<file path="config.mk">
export PLATFORM = sky130hd
export DESIGN_NAME = dds_chirp_bpsk_control
export DESIGN_NICKNAME = d
export VERILOG_FILES = /design/src/verilog/dds_chirp_pkg.sv /design/src/verilog/dds_chirp_bpsk_control.sv /design/src/verilog/sync2.sv /design/src/verilog/sweep_tick_counter.sv
export SDC_FILE = /design/constraint.sdc
export NUM_CORES = 2
export LEC_CHECK = 0
export ABC_CLOCK_PERIOD_IN_PS = 6500
export BUFFER_PORTS_ARGS = -buffer_cell sky130_fd_sc_hd__buf_4
export CELL_PAD_IN_SITES_DETAIL_PLACEMENT = 0
export CELL_PAD_IN_SITES_GLOBAL_PLACEMENT = 1
export CORE_UTILIZATION = 47
export DETAILED_ROUTE_END_ITERATION = 10
export PLACE_DENSITY_LB_ADDON = 0.1
export SYNTH_ARGS = -nofsm -noshare
export SYNTH_HDL_FRONTEND = slang
export SYNTH_SLANG_ARGS = --single-unit
</file>
<file path="constraint.sdc">
create_clock -name clk -period 6.5 [get_ports clk]
set_clock_uncertainty 0.15 [all_clocks]
set_input_delay 0.325 -clock clk [delete_from_list [all_inputs] [get_ports clk]]
set_output_delay 0.325 -clock clk [all_outputs]
set_load 0.02 [all_outputs]
</file>
<file path="src/verilog/dds_chirp_pkg.sv">
package dds_chirp_pkg;

    // ****************************************
    // widths
    // ****************************************
    localparam int FREQ_W      = 48;
    localparam int TICK_W      = 20;
    localparam int PHASE_OFS_W = 14;
    localparam int UPD_W       = 32;
    localparam int ADDR_W      = 6;
    localparam int DATA_W      = 8;

    // ****************************************
    // byte addresses of the parallel port
    // ****************************************
    localparam logic [ADDR_W-1:0] ADDR_PHASE1_HI  = 6'h00;
    localparam logic [ADDR_W-1:0] ADDR_PHASE1_LO  = 6'h01;
    localparam logic [ADDR_W-1:0] ADDR_PHASE2_HI  = 6'h02;
    localparam logic [ADDR_W-1:0] ADDR_PHASE2_LO  = 6'h03;
    localparam logic [ADDR_W-1:0] ADDR_START_MSB  = 6'h04;
    localparam logic [ADDR_W-1:0] ADDR_STEP_MSB   = 6'h10;
    localparam logic [ADDR_W-1:0] ADDR_UPD_MSB    = 6'h16;
    localparam logic [ADDR_W-1:0] ADDR_TICK_MSB   = 6'h1A;
    localparam logic [ADDR_W-1:0] ADDR_CTRL       = 6'h1F;
    localparam logic [ADDR_W-1:0] ADDR_FREQ_MSB   = 6'h30;

    // byte counts of the multi-byte words
    localparam int FREQ_BYTES = 6;
    localparam int UPD_BYTES  = 4;
    localparam int TICK_BYTES = 3;

    // ****************************************
    // control byte layout and reset values
    // ****************************************
    localparam int CTRL_MODE_BIT      = 0;
    localparam int CTRL_SWEEP_CLR_BIT = 2;
    localparam int CTRL_ALL_CLR_BIT   = 3;
    localparam int CTRL_INT_UPD_BIT   = 4;

    localparam logic [DATA_W-1:0] CTRL_RESET     = 8'h00;
    localparam logic [DATA_W-1:0] CTRL_MASK      = 8'h1D;
    localparam logic [DATA_W-1:0] TICK_TOP_MASK  = 8'h0F;
    localparam logic [DATA_W-1:0] PHASE_HI_MASK  = 8'h3F;
    localparam logic [DATA_W-1:0] UNMAPPED_READ  = 8'h00;

    typedef enum logic {
        MODE_CHIRP,
        MODE_PHASE_KEY
    } mode_t;

endpackage

</file>
<file path="src/verilog/dds_chirp_bpsk_control.sv">
// Notes on behaviour
// Host loads the 48-bit start word into bytes 04h to 09h.
// Signed 48-bit step word at 10h to 15h is added each ramp tick.
// 20-bit ramp dwell count lives in bytes 1Ah to 1Ch.
// Written values act only after an update pulse; upd_period and the internal-update bit act straight from the buffer.
// Step MSB set sweeps downward, clear sweeps upward.
// Chirp has no return to start and no end limit.
// Chirp keeps stepping until the host stops it.
// Sweep-clear bit clears sweep accumulator for one clock; step word kept.
// Held sweep-clear bit repeats the one-clock clear on every update edge.
// After the clear, frequency restarts at start word, same rate and direction.
// All-clear bit at 1Fh holds both accumulators at zero, 0 Hz.
// Registers may be rewritten under all-clear; new values used next sweep.
// Freeze input in chirp mode stops the ramp counter; frequency holds.
// Releasing freeze resumes the sweep from the held frequency.
// New ramp count loads only after the running countdown reaches zero.
// Host finishes rewrites before the next internal update pulse.
// All-zero step word holds the present frequency.
// Host may end a sweep by freezing then ramping amplitude down.
// Host may use periodic updates with sweep-clear for sawtooth sweeps.
// Phase-key mode: key input low picks offset one, high picks two.
// Host sets carrier, both phase words, data source, then updates.
// Higher-order keying: host rewrites offset one in single-tone mode.
// Ramp counter counts down, pulses at zero, each pulse steps once.
// Start word plus sweep accumulator feeds the 48-bit phase accumulator.
// Writes go to buffers, copied to core on update rising edge.
// Mode bit picks chirp or phase keying; key input meaning follows mode; key input also picks the phase offset in chirp mode.
module dds_chirp_bpsk_control
    import dds_chirp_pkg::*;
(
    // clock and reset
    input  wire logic                            clk,
    input  wire logic                            srst,
    // parallel programming port
    input  wire logic [dds_chirp_pkg::ADDR_W-1:0] bus_addr,
    input  wire logic [dds_chirp_pkg::DATA_W-1:0] bus_wdata,
    input  wire logic                            bus_wr,
    input  wire logic                            bus_rd,
    output logic      [dds_chirp_pkg::DATA_W-1:0] bus_rdata,
    // update and keying pins
    input  wire logic                            ext_update,
    input  wire logic                            key_in,
    output logic                                 update_pulse,
    // synthesizer core outputs
    output logic      [dds_chirp_pkg::FREQ_W-1:0] freq_word,
    output logic      [dds_chirp_pkg::FREQ_W-1:0] phase_word
);
    import dds_chirp_pkg::*;

    // ****************************************
    // pin synchronisers
    // ****************************************
    localparam int PIN_W = ADDR_W + DATA_W + 4;

    logic [PIN_W-1:0]  pins_sync;
    logic [ADDR_W-1:0] addr_s;
    logic [DATA_W-1:0] wdata_s;
    logic              wr_s;
    logic              rd_s;
    logic              upd_s;
    logic              key_s;

    sync2 #(
        .W (PIN_W)
    ) u_pin_sync (
        .clk  (clk),
        .srst (srst),
        .d    ({bus_addr, bus_wdata, bus_wr, bus_rd, ext_update, key_in}),
        .q    (pins_sync)
    );

    assign {addr_s, wdata_s, wr_s, rd_s, upd_s, key_s} = pins_sync;

    // ****************************************
    // state
    // ****************************************
    // buffer side, written by the host
    logic [FREQ_W-1:0]      start_buf;
    logic [FREQ_W-1:0]      step_buf;
    logic [UPD_W-1:0]       upd_period;
    logic [TICK_BYTES*8-1:0] tick_buf;
    logic [DATA_W-1:0]      ctrl_buf;
    logic [2*DATA_W-1:0]    phase1_buf;
    logic [2*DATA_W-1:0]    phase2_buf;
    // active core copy
    logic [FREQ_W-1:0]      start_tuning_word;
    logic [FREQ_W-1:0]      sweep_step_word;
    logic [TICK_W-1:0]      sweep_tick_count;
    logic [DATA_W-1:0]      accum_clear_control;
    logic [PHASE_OFS_W-1:0] phase1_ofs;
    logic [PHASE_OFS_W-1:0] phase2_ofs;
    // edges, timers, accumulators
    logic                   wr_d;
    logic                   rd_d;
    logic                   upd_d;
    logic [UPD_W-1:0]       upd_count;
    logic                   sweep_clr_pulse;
    logic [FREQ_W-1:0]      sweep_accumulator;
    logic [FREQ_W-1:0]      phase_accumulator;

    logic [FREQ_W-1:0]      next_start_buf;
    logic [FREQ_W-1:0]      next_step_buf;
    logic [UPD_W-1:0]       next_upd_period;
    logic [TICK_BYTES*8-1:0] next_tick_buf;
    logic [DATA_W-1:0]      next_ctrl_buf;
    logic [2*DATA_W-1:0]    next_phase1_buf;
    logic [2*DATA_W-1:0]    next_phase2_buf;
    logic [FREQ_W-1:0]      next_start_tuning_word;
    logic [FREQ_W-1:0]      next_sweep_step_word;
    logic [TICK_W-1:0]      next_sweep_tick_count;
    logic [DATA_W-1:0]      next_accum_clear_control;
    logic [PHASE_OFS_W-1:0] next_phase1_ofs;
    logic [PHASE_OFS_W-1:0] next_phase2_ofs;
    logic [UPD_W-1:0]       next_upd_count;
    logic                   next_update_pulse;
    logic                   next_sweep_clr_pulse;
    logic [FREQ_W-1:0]      next_sweep_accumulator;
    logic [FREQ_W-1:0]      next_phase_accumulator;
    logic [FREQ_W-1:0]      next_freq_word;
    logic [FREQ_W-1:0]      next_phase_word;
    logic [DATA_W-1:0]      next_bus_rdata;

    // ****************************************
    // decoded control
    // ****************************************
    mode_t             mode;
    logic              all_clear;
    logic              freeze;
    logic              ramp_run;
    logic              ramp_tick;
    logic              wr_evt;
    logic              rd_evt;
    logic              ext_upd_evt;
    logic              int_upd_evt;
    logic              upd_evt;
    logic [PHASE_OFS_W-1:0] sel_ofs;

    assign mode      = mode_t'(accum_clear_control[CTRL_MODE_BIT]);
    assign all_clear = accum_clear_control[CTRL_ALL_CLR_BIT];
    // key input doubles as freeze only in chirp mode
    assign freeze    = (mode == MODE_CHIRP) && key_s;
    assign ramp_run  = (mode == MODE_CHIRP) && !freeze && !all_clear;
    assign sel_ofs   = key_s ? phase2_ofs : phase1_ofs;

    assign wr_evt      = wr_s && !wr_d;
    assign rd_evt      = rd_s && !rd_d;
    assign ext_upd_evt = upd_s && !upd_d;
    assign int_upd_evt = ctrl_buf[CTRL_INT_UPD_BIT] && (upd_count == '0);
    assign upd_evt     = ext_upd_evt || int_upd_evt;

    // ****************************************
    // ramp rate counter
    // ****************************************
    sweep_tick_counter #(
        .W (TICK_W)
    ) u_ramp (
        .clk        (clk),
        .srst       (srst),
        .load_value (sweep_tick_count),
        .run        (ramp_run),
        .tick       (ramp_tick)
    );

    // ****************************************
    // register port and update transfer
    // ****************************************
    always_comb begin
        next_start_buf  = start_buf;
        next_step_buf   = step_buf;
        next_upd_period = upd_period;
        next_tick_buf   = tick_buf;
        next_ctrl_buf   = ctrl_buf;
        next_phase1_buf = phase1_buf;
        next_phase2_buf = phase2_buf;
        next_bus_rdata  = bus_rdata;

        // writes land in buffers; core copies at update
        if (wr_evt) begin
            for (int i = 0; i < FREQ_BYTES; i++) begin
                if (addr_s == ADDR_START_MSB + 6'(i)) begin
                    next_start_buf[(FREQ_BYTES-1-i)*8 +: 8] = wdata_s;
                end
                if (addr_s == ADDR_STEP_MSB + 6'(i)) begin
                    next_step_buf[(FREQ_BYTES-1-i)*8 +: 8] = wdata_s;
                end
            end
            for (int i = 0; i < UPD_BYTES; i++) begin
                if (addr_s == ADDR_UPD_MSB + 6'(i)) begin
                    next_upd_period[(UPD_BYTES-1-i)*8 +: 8] = wdata_s;
                end
            end
            for (int i = 0; i < TICK_BYTES; i++) begin
                if (addr_s == ADDR_TICK_MSB + 6'(i)) begin
                    next_tick_buf[(TICK_BYTES-1-i)*8 +: 8] = wdata_s;
                end
            end
            // unused dwell-count top reads zero
            next_tick_buf[TICK_BYTES*8-1 -: 8] = next_tick_buf[TICK_BYTES*8-1 -: 8]
                                                 & TICK_TOP_MASK;
            if (addr_s == ADDR_CTRL) begin
                next_ctrl_buf = wdata_s & CTRL_MASK;
            end
            if (addr_s == ADDR_PHASE1_HI) begin
                next_phase1_buf[15:8] = wdata_s & PHASE_HI_MASK;
            end
            if (addr_s == ADDR_PHASE1_LO) begin
                next_phase1_buf[7:0] = wdata_s;
            end
            if (addr_s == ADDR_PHASE2_HI) begin
                next_phase2_buf[15:8] = wdata_s & PHASE_HI_MASK;
            end
            if (addr_s == ADDR_PHASE2_LO) begin
                next_phase2_buf[7:0] = wdata_s;
            end
        end

        // reads: buffers plus live frequency
        if (rd_evt) begin
            next_bus_rdata = UNMAPPED_READ;
            for (int i = 0; i < FREQ_BYTES; i++) begin
                if (addr_s == ADDR_START_MSB + 6'(i)) begin
                    next_bus_rdata = start_buf[(FREQ_BYTES-1-i)*8 +: 8];
                end
                if (addr_s == ADDR_STEP_MSB + 6'(i)) begin
                    next_bus_rdata = step_buf[(FREQ_BYTES-1-i)*8 +: 8];
                end
                if (addr_s == ADDR_FREQ_MSB + 6'(i)) begin
                    next_bus_rdata = freq_word[(FREQ_BYTES-1-i)*8 +: 8];
                end
            end
            for (int i = 0; i < UPD_BYTES; i++) begin
                if (addr_s == ADDR_UPD_MSB + 6'(i)) begin
                    next_bus_rdata = upd_period[(UPD_BYTES-1-i)*8 +: 8];
                end
            end
            for (int i = 0; i < TICK_BYTES; i++) begin
                if (addr_s == ADDR_TICK_MSB + 6'(i)) begin
                    next_bus_rdata = tick_buf[(TICK_BYTES-1-i)*8 +: 8];
                end
            end
            if (addr_s == ADDR_CTRL) begin
                next_bus_rdata = ctrl_buf;
            end
            if (addr_s == ADDR_PHASE1_HI) begin
                next_bus_rdata = phase1_buf[15:8];
            end
            if (addr_s == ADDR_PHASE1_LO) begin
                next_bus_rdata = phase1_buf[7:0];
            end
            if (addr_s == ADDR_PHASE2_HI) begin
                next_bus_rdata = phase2_buf[15:8];
            end
            if (addr_s == ADDR_PHASE2_LO) begin
                next_bus_rdata = phase2_buf[7:0];
            end
        end
    end

    always_comb begin
        next_start_tuning_word   = start_tuning_word;
        next_sweep_step_word     = sweep_step_word;
        next_sweep_tick_count    = sweep_tick_count;
        next_accum_clear_control = accum_clear_control;
        next_phase1_ofs          = phase1_ofs;
        next_phase2_ofs          = phase2_ofs;
        next_upd_count           = upd_count;
        next_update_pulse        = upd_evt;
        next_sweep_clr_pulse     = 1'b0;

        // internal periodic update: one event every period+1 clocks
        if (!ctrl_buf[CTRL_INT_UPD_BIT] || upd_count == '0) begin
            next_upd_count = upd_period;
        end else begin
            next_upd_count = upd_count - 1'b1;
        end

        if (upd_evt) begin
            next_start_tuning_word   = start_buf;
            next_sweep_step_word     = step_buf;
            next_sweep_tick_count    = tick_buf[TICK_W-1:0];
            next_accum_clear_control = ctrl_buf;
            next_phase1_ofs          = phase1_buf[PHASE_OFS_W-1:0];
            next_phase2_ofs          = phase2_buf[PHASE_OFS_W-1:0];
            // one clear clock per update while set
            next_sweep_clr_pulse     = ctrl_buf[CTRL_SWEEP_CLR_BIT];
        end
    end

    // ****************************************
    // accumulators
    // ****************************************
    always_comb begin
        next_sweep_accumulator = sweep_accumulator;
        next_phase_accumulator = phase_accumulator + freq_word;
        // no limit check: sum wraps
        if (all_clear || mode == MODE_PHASE_KEY) begin
            next_sweep_accumulator = '0;
        end else if (sweep_clr_pulse) begin
            next_sweep_accumulator = '0;
        end else if (ramp_tick) begin
            // signed add: set MSB steps down, zero step holds
            next_sweep_accumulator = sweep_accumulator + sweep_step_word;
        end
        if (all_clear) begin
            next_phase_accumulator = '0;
        end
        next_freq_word  = start_tuning_word + next_sweep_accumulator;
        next_phase_word = phase_accumulator
                          + {sel_ofs, {(FREQ_W-PHASE_OFS_W){1'b0}}};
        if (all_clear) begin
            next_freq_word = '0;
        end
    end

    // ****************************************
    // registers
    // ****************************************
    always_ff @(posedge clk) begin
        if (srst) begin
            start_buf           <= '0;
            step_buf            <= '0;
            upd_period          <= '0;
            tick_buf            <= '0;
            ctrl_buf            <= CTRL_RESET;
            phase1_buf          <= '0;
            phase2_buf          <= '0;
            start_tuning_word   <= '0;
            sweep_step_word     <= '0;
            sweep_tick_count    <= '0;
            accum_clear_control <= CTRL_RESET;
            phase1_ofs          <= '0;
            phase2_ofs          <= '0;
            wr_d                <= 1'b0;
            rd_d                <= 1'b0;
            upd_d               <= 1'b0;
            upd_count           <= '0;
            update_pulse        <= 1'b0;
            sweep_clr_pulse     <= 1'b0;
            sweep_accumulator   <= '0;
            phase_accumulator   <= '0;
            freq_word           <= '0;
            phase_word          <= '0;
            bus_rdata           <= '0;
        end else begin
            start_buf           <= next_start_buf;
            step_buf            <= next_step_buf;
            upd_period          <= next_upd_period;
            tick_buf            <= next_tick_buf;
            ctrl_buf            <= next_ctrl_buf;
            phase1_buf          <= next_phase1_buf;
            phase2_buf          <= next_phase2_buf;
            start_tuning_word   <= next_start_tuning_word;
            sweep_step_word     <= next_sweep_step_word;
            sweep_tick_count    <= next_sweep_tick_count;
            accum_clear_control <= next_accum_clear_control;
            phase1_ofs          <= next_phase1_ofs;
            phase2_ofs          <= next_phase2_ofs;
            wr_d                <= wr_s;
            rd_d                <= rd_s;
            upd_d               <= upd_s;
            upd_count           <= next_upd_count;
            update_pulse        <= next_update_pulse;
            sweep_clr_pulse     <= next_sweep_clr_pulse;
            sweep_accumulator   <= next_sweep_accumulator;
            phase_accumulator   <= next_phase_accumulator;
            freq_word           <= next_freq_word;
            phase_word          <= next_phase_word;
            bus_rdata           <= next_bus_rdata;
        end
    end

endmodule

</file>
<file path="src/verilog/sync2.sv">
module sync2 #(
    parameter int W = 1
) (
    // clock and reset
    input  wire logic         clk,
    input  wire logic         srst,
    // asynchronous in, synchronous out
    input  wire logic [W-1:0] d,
    output logic      [W-1:0] q
);

    logic [W-1:0] meta;

    // first stage feeds only the second
    always_ff @(posedge clk) begin
        if (srst) begin
            meta <= '0;
            q    <= '0;
        end else begin
            meta <= d;
            q    <= meta;
        end
    end

endmodule

</file>
<file path="src/verilog/sweep_tick_counter.sv">
module sweep_tick_counter #(
    parameter int W = 20
) (
    // clock and reset
    input  wire logic         clk,
    input  wire logic         srst,
    // reload value and run gate
    input  wire logic [W-1:0] load_value,
    input  wire logic         run,
    // one pulse per expiry
    output logic              tick
);

    logic [W-1:0] count;
    logic [W-1:0] next_count;
    logic         next_tick;

    // run low stands in for a gated clock
    always_comb begin
        next_count = count;
        next_tick  = 1'b0;
        if (run) begin
            if (count == '0) begin
                next_tick  = 1'b1;
                next_count = load_value;
            end else begin
                next_count = count - 1'b1;
            end
        end
    end

    always_ff @(posedge clk) begin
        if (srst) begin
            count <= '0;
            tick  <= 1'b0;
        end else begin
            count <= next_count;
            tick  <= next_tick;
        end
    end

endmodule

</file>
==> run_results.csv <==
group,metric,value,unit
outcome,status,"complete, no violations",
yosys,yosysWarnings,0,
place,numPortBuffers,124,
setup_path,worstSetupPathType,"reg -> reg",
grt,grtUsageTotal,30.0,%
routing,avgViaCountPerCell,5.76,
timing,tightestPinTransition,1.20,ns
yosys,synth_most_common_cell,"nand2_1",
cts,clk_pin_slew_worst_paths,0.06,ns
floorplan,die_area,0.0670,mm²
cells_and_area,area_growth,13.7,%
yosys,synthDistinctLibCells,82,
cts,clock-sinks,620,
setup_path,cp-startpoint,"sweep_step_word[1]$_SDFFE_PP0N_",
place,dp.final_hpwl,72700,µm
yosys,synth-edff-count,0,
yosys,syn_nets,4106,
cts,post-cts-setup-buffers,0,
timing,relSlewSlack,19.2,%
floorplan,die_h,259,µm
timing,drv_slew,0,
cells_and_area,nNetsFinal,4167,
yosys,postSynth.topFlopCell,"dfxtp_1",
yosys,syn_area_per_cell,7.90,µm²
setup_path,end_kind,"flip-flop",
power,p_leak,14.2,nW
yosys,synth_top_cell_area_share,40.1,%
setup_path,rr_startpoint,"sweep_step_word[1]$_SDFFE_PP0N_",
floorplan,core_area,0.0648,mm²
cts,htreeDepth,3,
routing,wire_per_inst,21.0,µm
cts,tritoncts,"built",
cts,cts_root_buf,"clkbuf_16",
yosys,ys_top_cells_by_count,"824 x nand2_1, 620 x dfxtp_1, 487 x a21oi_1, 354 x nor2_1, 172 x clkbuf_1",
floorplan,rows,93,
setup_path,cp.arrival,6.34,ns
routing,drc,0,
routing,drt-initial-drc-count,2467,
floorplan,io_pins,125,
setup_path,start_kind,"flip-flop",
cts,clkLatencyLatePin,0.62,ns
routing,num_vias,28200,
timing,fin_crit,5.98,ns
grt,grt_pass1_wl,156000,µm
timing,fin_crit_sh,91.9,%
cells_and_area,multi_input_area,0.0176,mm²
grt,antenna_found_initial,0,
yosys,netlist_instances,3924,
place,routabilityCongestion,0.938,
timing,rsz0062_at_grt,"false",
hold_path,min_from,"srst",
timing,setup_tns,0,ns
routing,wl,103000,µm
timing,setup_viol,0,
yosys,ys_seq_elements,620,
cts,cts_buffers,71,
job,cap_violations,0,
yosys,synth-seq-area-share,40.1,%
power,p_per_area,259,mW/mm²
floorplan,die_w,259,µm
yosys,synthArstFlopShare,0,%
grt,first_global_vias,26200,
grt,grt_max_degree,171,
timing,whs,0.0730,ns
yosys,ys_top_cells_by_area,"dfxtp_1 40%, nand2_1 10%, a21oi_1 7.9%",
grt,grt-ovfl-total,0,
timing,max_freq,167,MHz
cells_and_area,num_antenna_cells,0,
cells_and_area,register_area,0.0124,mm²
hold_path,hold_class,"in -> reg",
cts,clock_path_buffers,3,
setup_path,path_max_fanout,6,
floorplan,start_util,47.8,%
yosys,synth_area_leader_cell,"dfxtp_1",
setup_path,required,6.86,ns
routing,postRouteAntennaNets,0,
timing,hold_viol,0,
cells_and_area,layout-drive-gt1-share,8.42,%
yosys,synthesis.area,0.0310,mm²
cells_and_area,fill_cells,6223,
power,peakVddDrop,0.000188,V
routing,first_pass_iters,5,
[cells by family (layout without fill, tap and decap cells)]
family          count (synthesis)  in the layout  share of synthesized area (%)
mux                            60             60                           1.99
compound gates               1059           1059                           21.2
simple gates                 1619           1619                           22.8
xor+xnor                      143            143                           4.04
buf+inv                       261            376                           3.23
flops                         620            620                           40.1
fa+ha+maj                     162            162                           6.64
[power by group]
group | internal [W] | switching [W] | leakage [nW]
clock network | 0.00246 | 0.00172 | 1.19
logic | 0.000338 | 0.000574 | 8.06
registers | 0.00391 | 0.000132 | 5.01
total | 0.00670 | 0.00243 | 14.2
[through the flow]
step | instances | total power (W) | instance area (µm²) | setup slack, ns | util (%)
6_report | 4894 | 0.00913 | 35200 | 0.524 | 54.4
5_1_grt | 4894 | 0.00948 | 35200 | 0.179 | 54.4
4_1_cts | 4894 | 0.00919 | 35200 | 0.606 | 54.4
3_5_place_dp | 4749 | 0.00501 | 32600 | 0.677 | 50.3
3_3_place_gp | 4749 | 0.00501 | 32600 | 0.695 | 50.3
2_1_floorplan | 3924 | 0.00475 | 31000 | 1.35 | -
[final timing paths]
path	depth (start not counted)	slack, ns	endpoint
worst max-delay path	25	0.52	freq_word[46]$_SDFF_PP0_
worst min-delay path	2	0.07	u_pin_sync.q[4]$_SDFF_PP0_
worst max register to register	25	0.52	freq_word[46]$_SDFF_PP0_
worst min register to register	1	0.28	u_pin_sync.q[12]$_SDFF_PP0_
[layout make-up]
type / count / area share, %
inverters: 67 / 0.714
repair buffers: 182 / 4.10
flip-flops and latches: 620 / 35.2
multi-input cells: 3043 / 50.0
clock buffers: 95 / 5.64
well taps: 855 / 3.04
clock inverters: 32 / 1.27
[flip-flops by register name, summed over array words and instances, names as in the netlist, 18 cells and up]
name and cells:
freq_word 48, phase_accumulator 48, phase_word 48, start_buf 48, start_tuning_word 48, step_buf 48
sweep_accumulator 48, sweep_step_word 48, sweep_tick_count 20, tick_buf 20, u_pin_sync.meta 18, u_pin_sync.q 18
u_ramp.count 20, upd_count 32, upd_period 32
[cells in the final DEF (no fill, tap or decap), drive strengths merged, types with 73 or more instances in the layout]
cell | Yosys | final
ha | 158 | 158
buf | 22 | 164
a21o | 93 | 93
dfxtp | 620 | 620
nand2 | 824 | 824
xnor2 | 86 | 86
clkbuf | 172 | 95
o21ai | 139 | 139
a21oi | 488 | 488
nor2 | 354 | 354
nor3 | 108 | 108
a211oi | 73 | 73
nor2b | 105 | 105
[timing repair]
| item | in CTS | in global routing |
|---|---|---|
| hold buffers | 18 | 0 |
| gates resized for setup | 0 | 0 |
| hold endpoints to repair | 18 | 0 |
[routing by layer]
| layer | wire length [µm] | part of all wire (%) | up-vias | track usage, % |
|---|---|---|---|---|
| met2 | 46700 | 45 | 862 | 48.5 |
| met1 | 46300 | 45 | 13300 | 40.9 |
| met4 | 3580 | 3.5 | 0 | 10.7 |
| met3 | 6200 | 6.0 | 159 | 4.04 |
| met5 | 0 | 0 | - | 0 |
| li1 | - | - | 13800 | - |
[worst max-delay path, cell delays in order, from the launching register on]
cell	delay [ns]
dfxtp_1	0.32
ha_1	0.31
a211oi_1	0.27
o21ai_0	0.22
a2111oi_2	0.56
nor2_1	0.15
a21oi_1	0.17
nor2b_1	0.06
nor2_1	0.10
xor2_1	0.16
nor2_1	0.05
a21oi_1	0.19
nor2_1	0.06
ha_1	0.36
a21oi_1	0.32
inv_1	0.06
o21ai_0	0.17
a41oi_1	0.06
buf_4	0.19
o31ai_1	0.27
o21ai_1	0.23
a41o_1	0.33
a211oi_2	0.31
a2111oi_0	0.19
or4_1	0.41
and3_1	0.17
(Power assumes the default switching activity.)
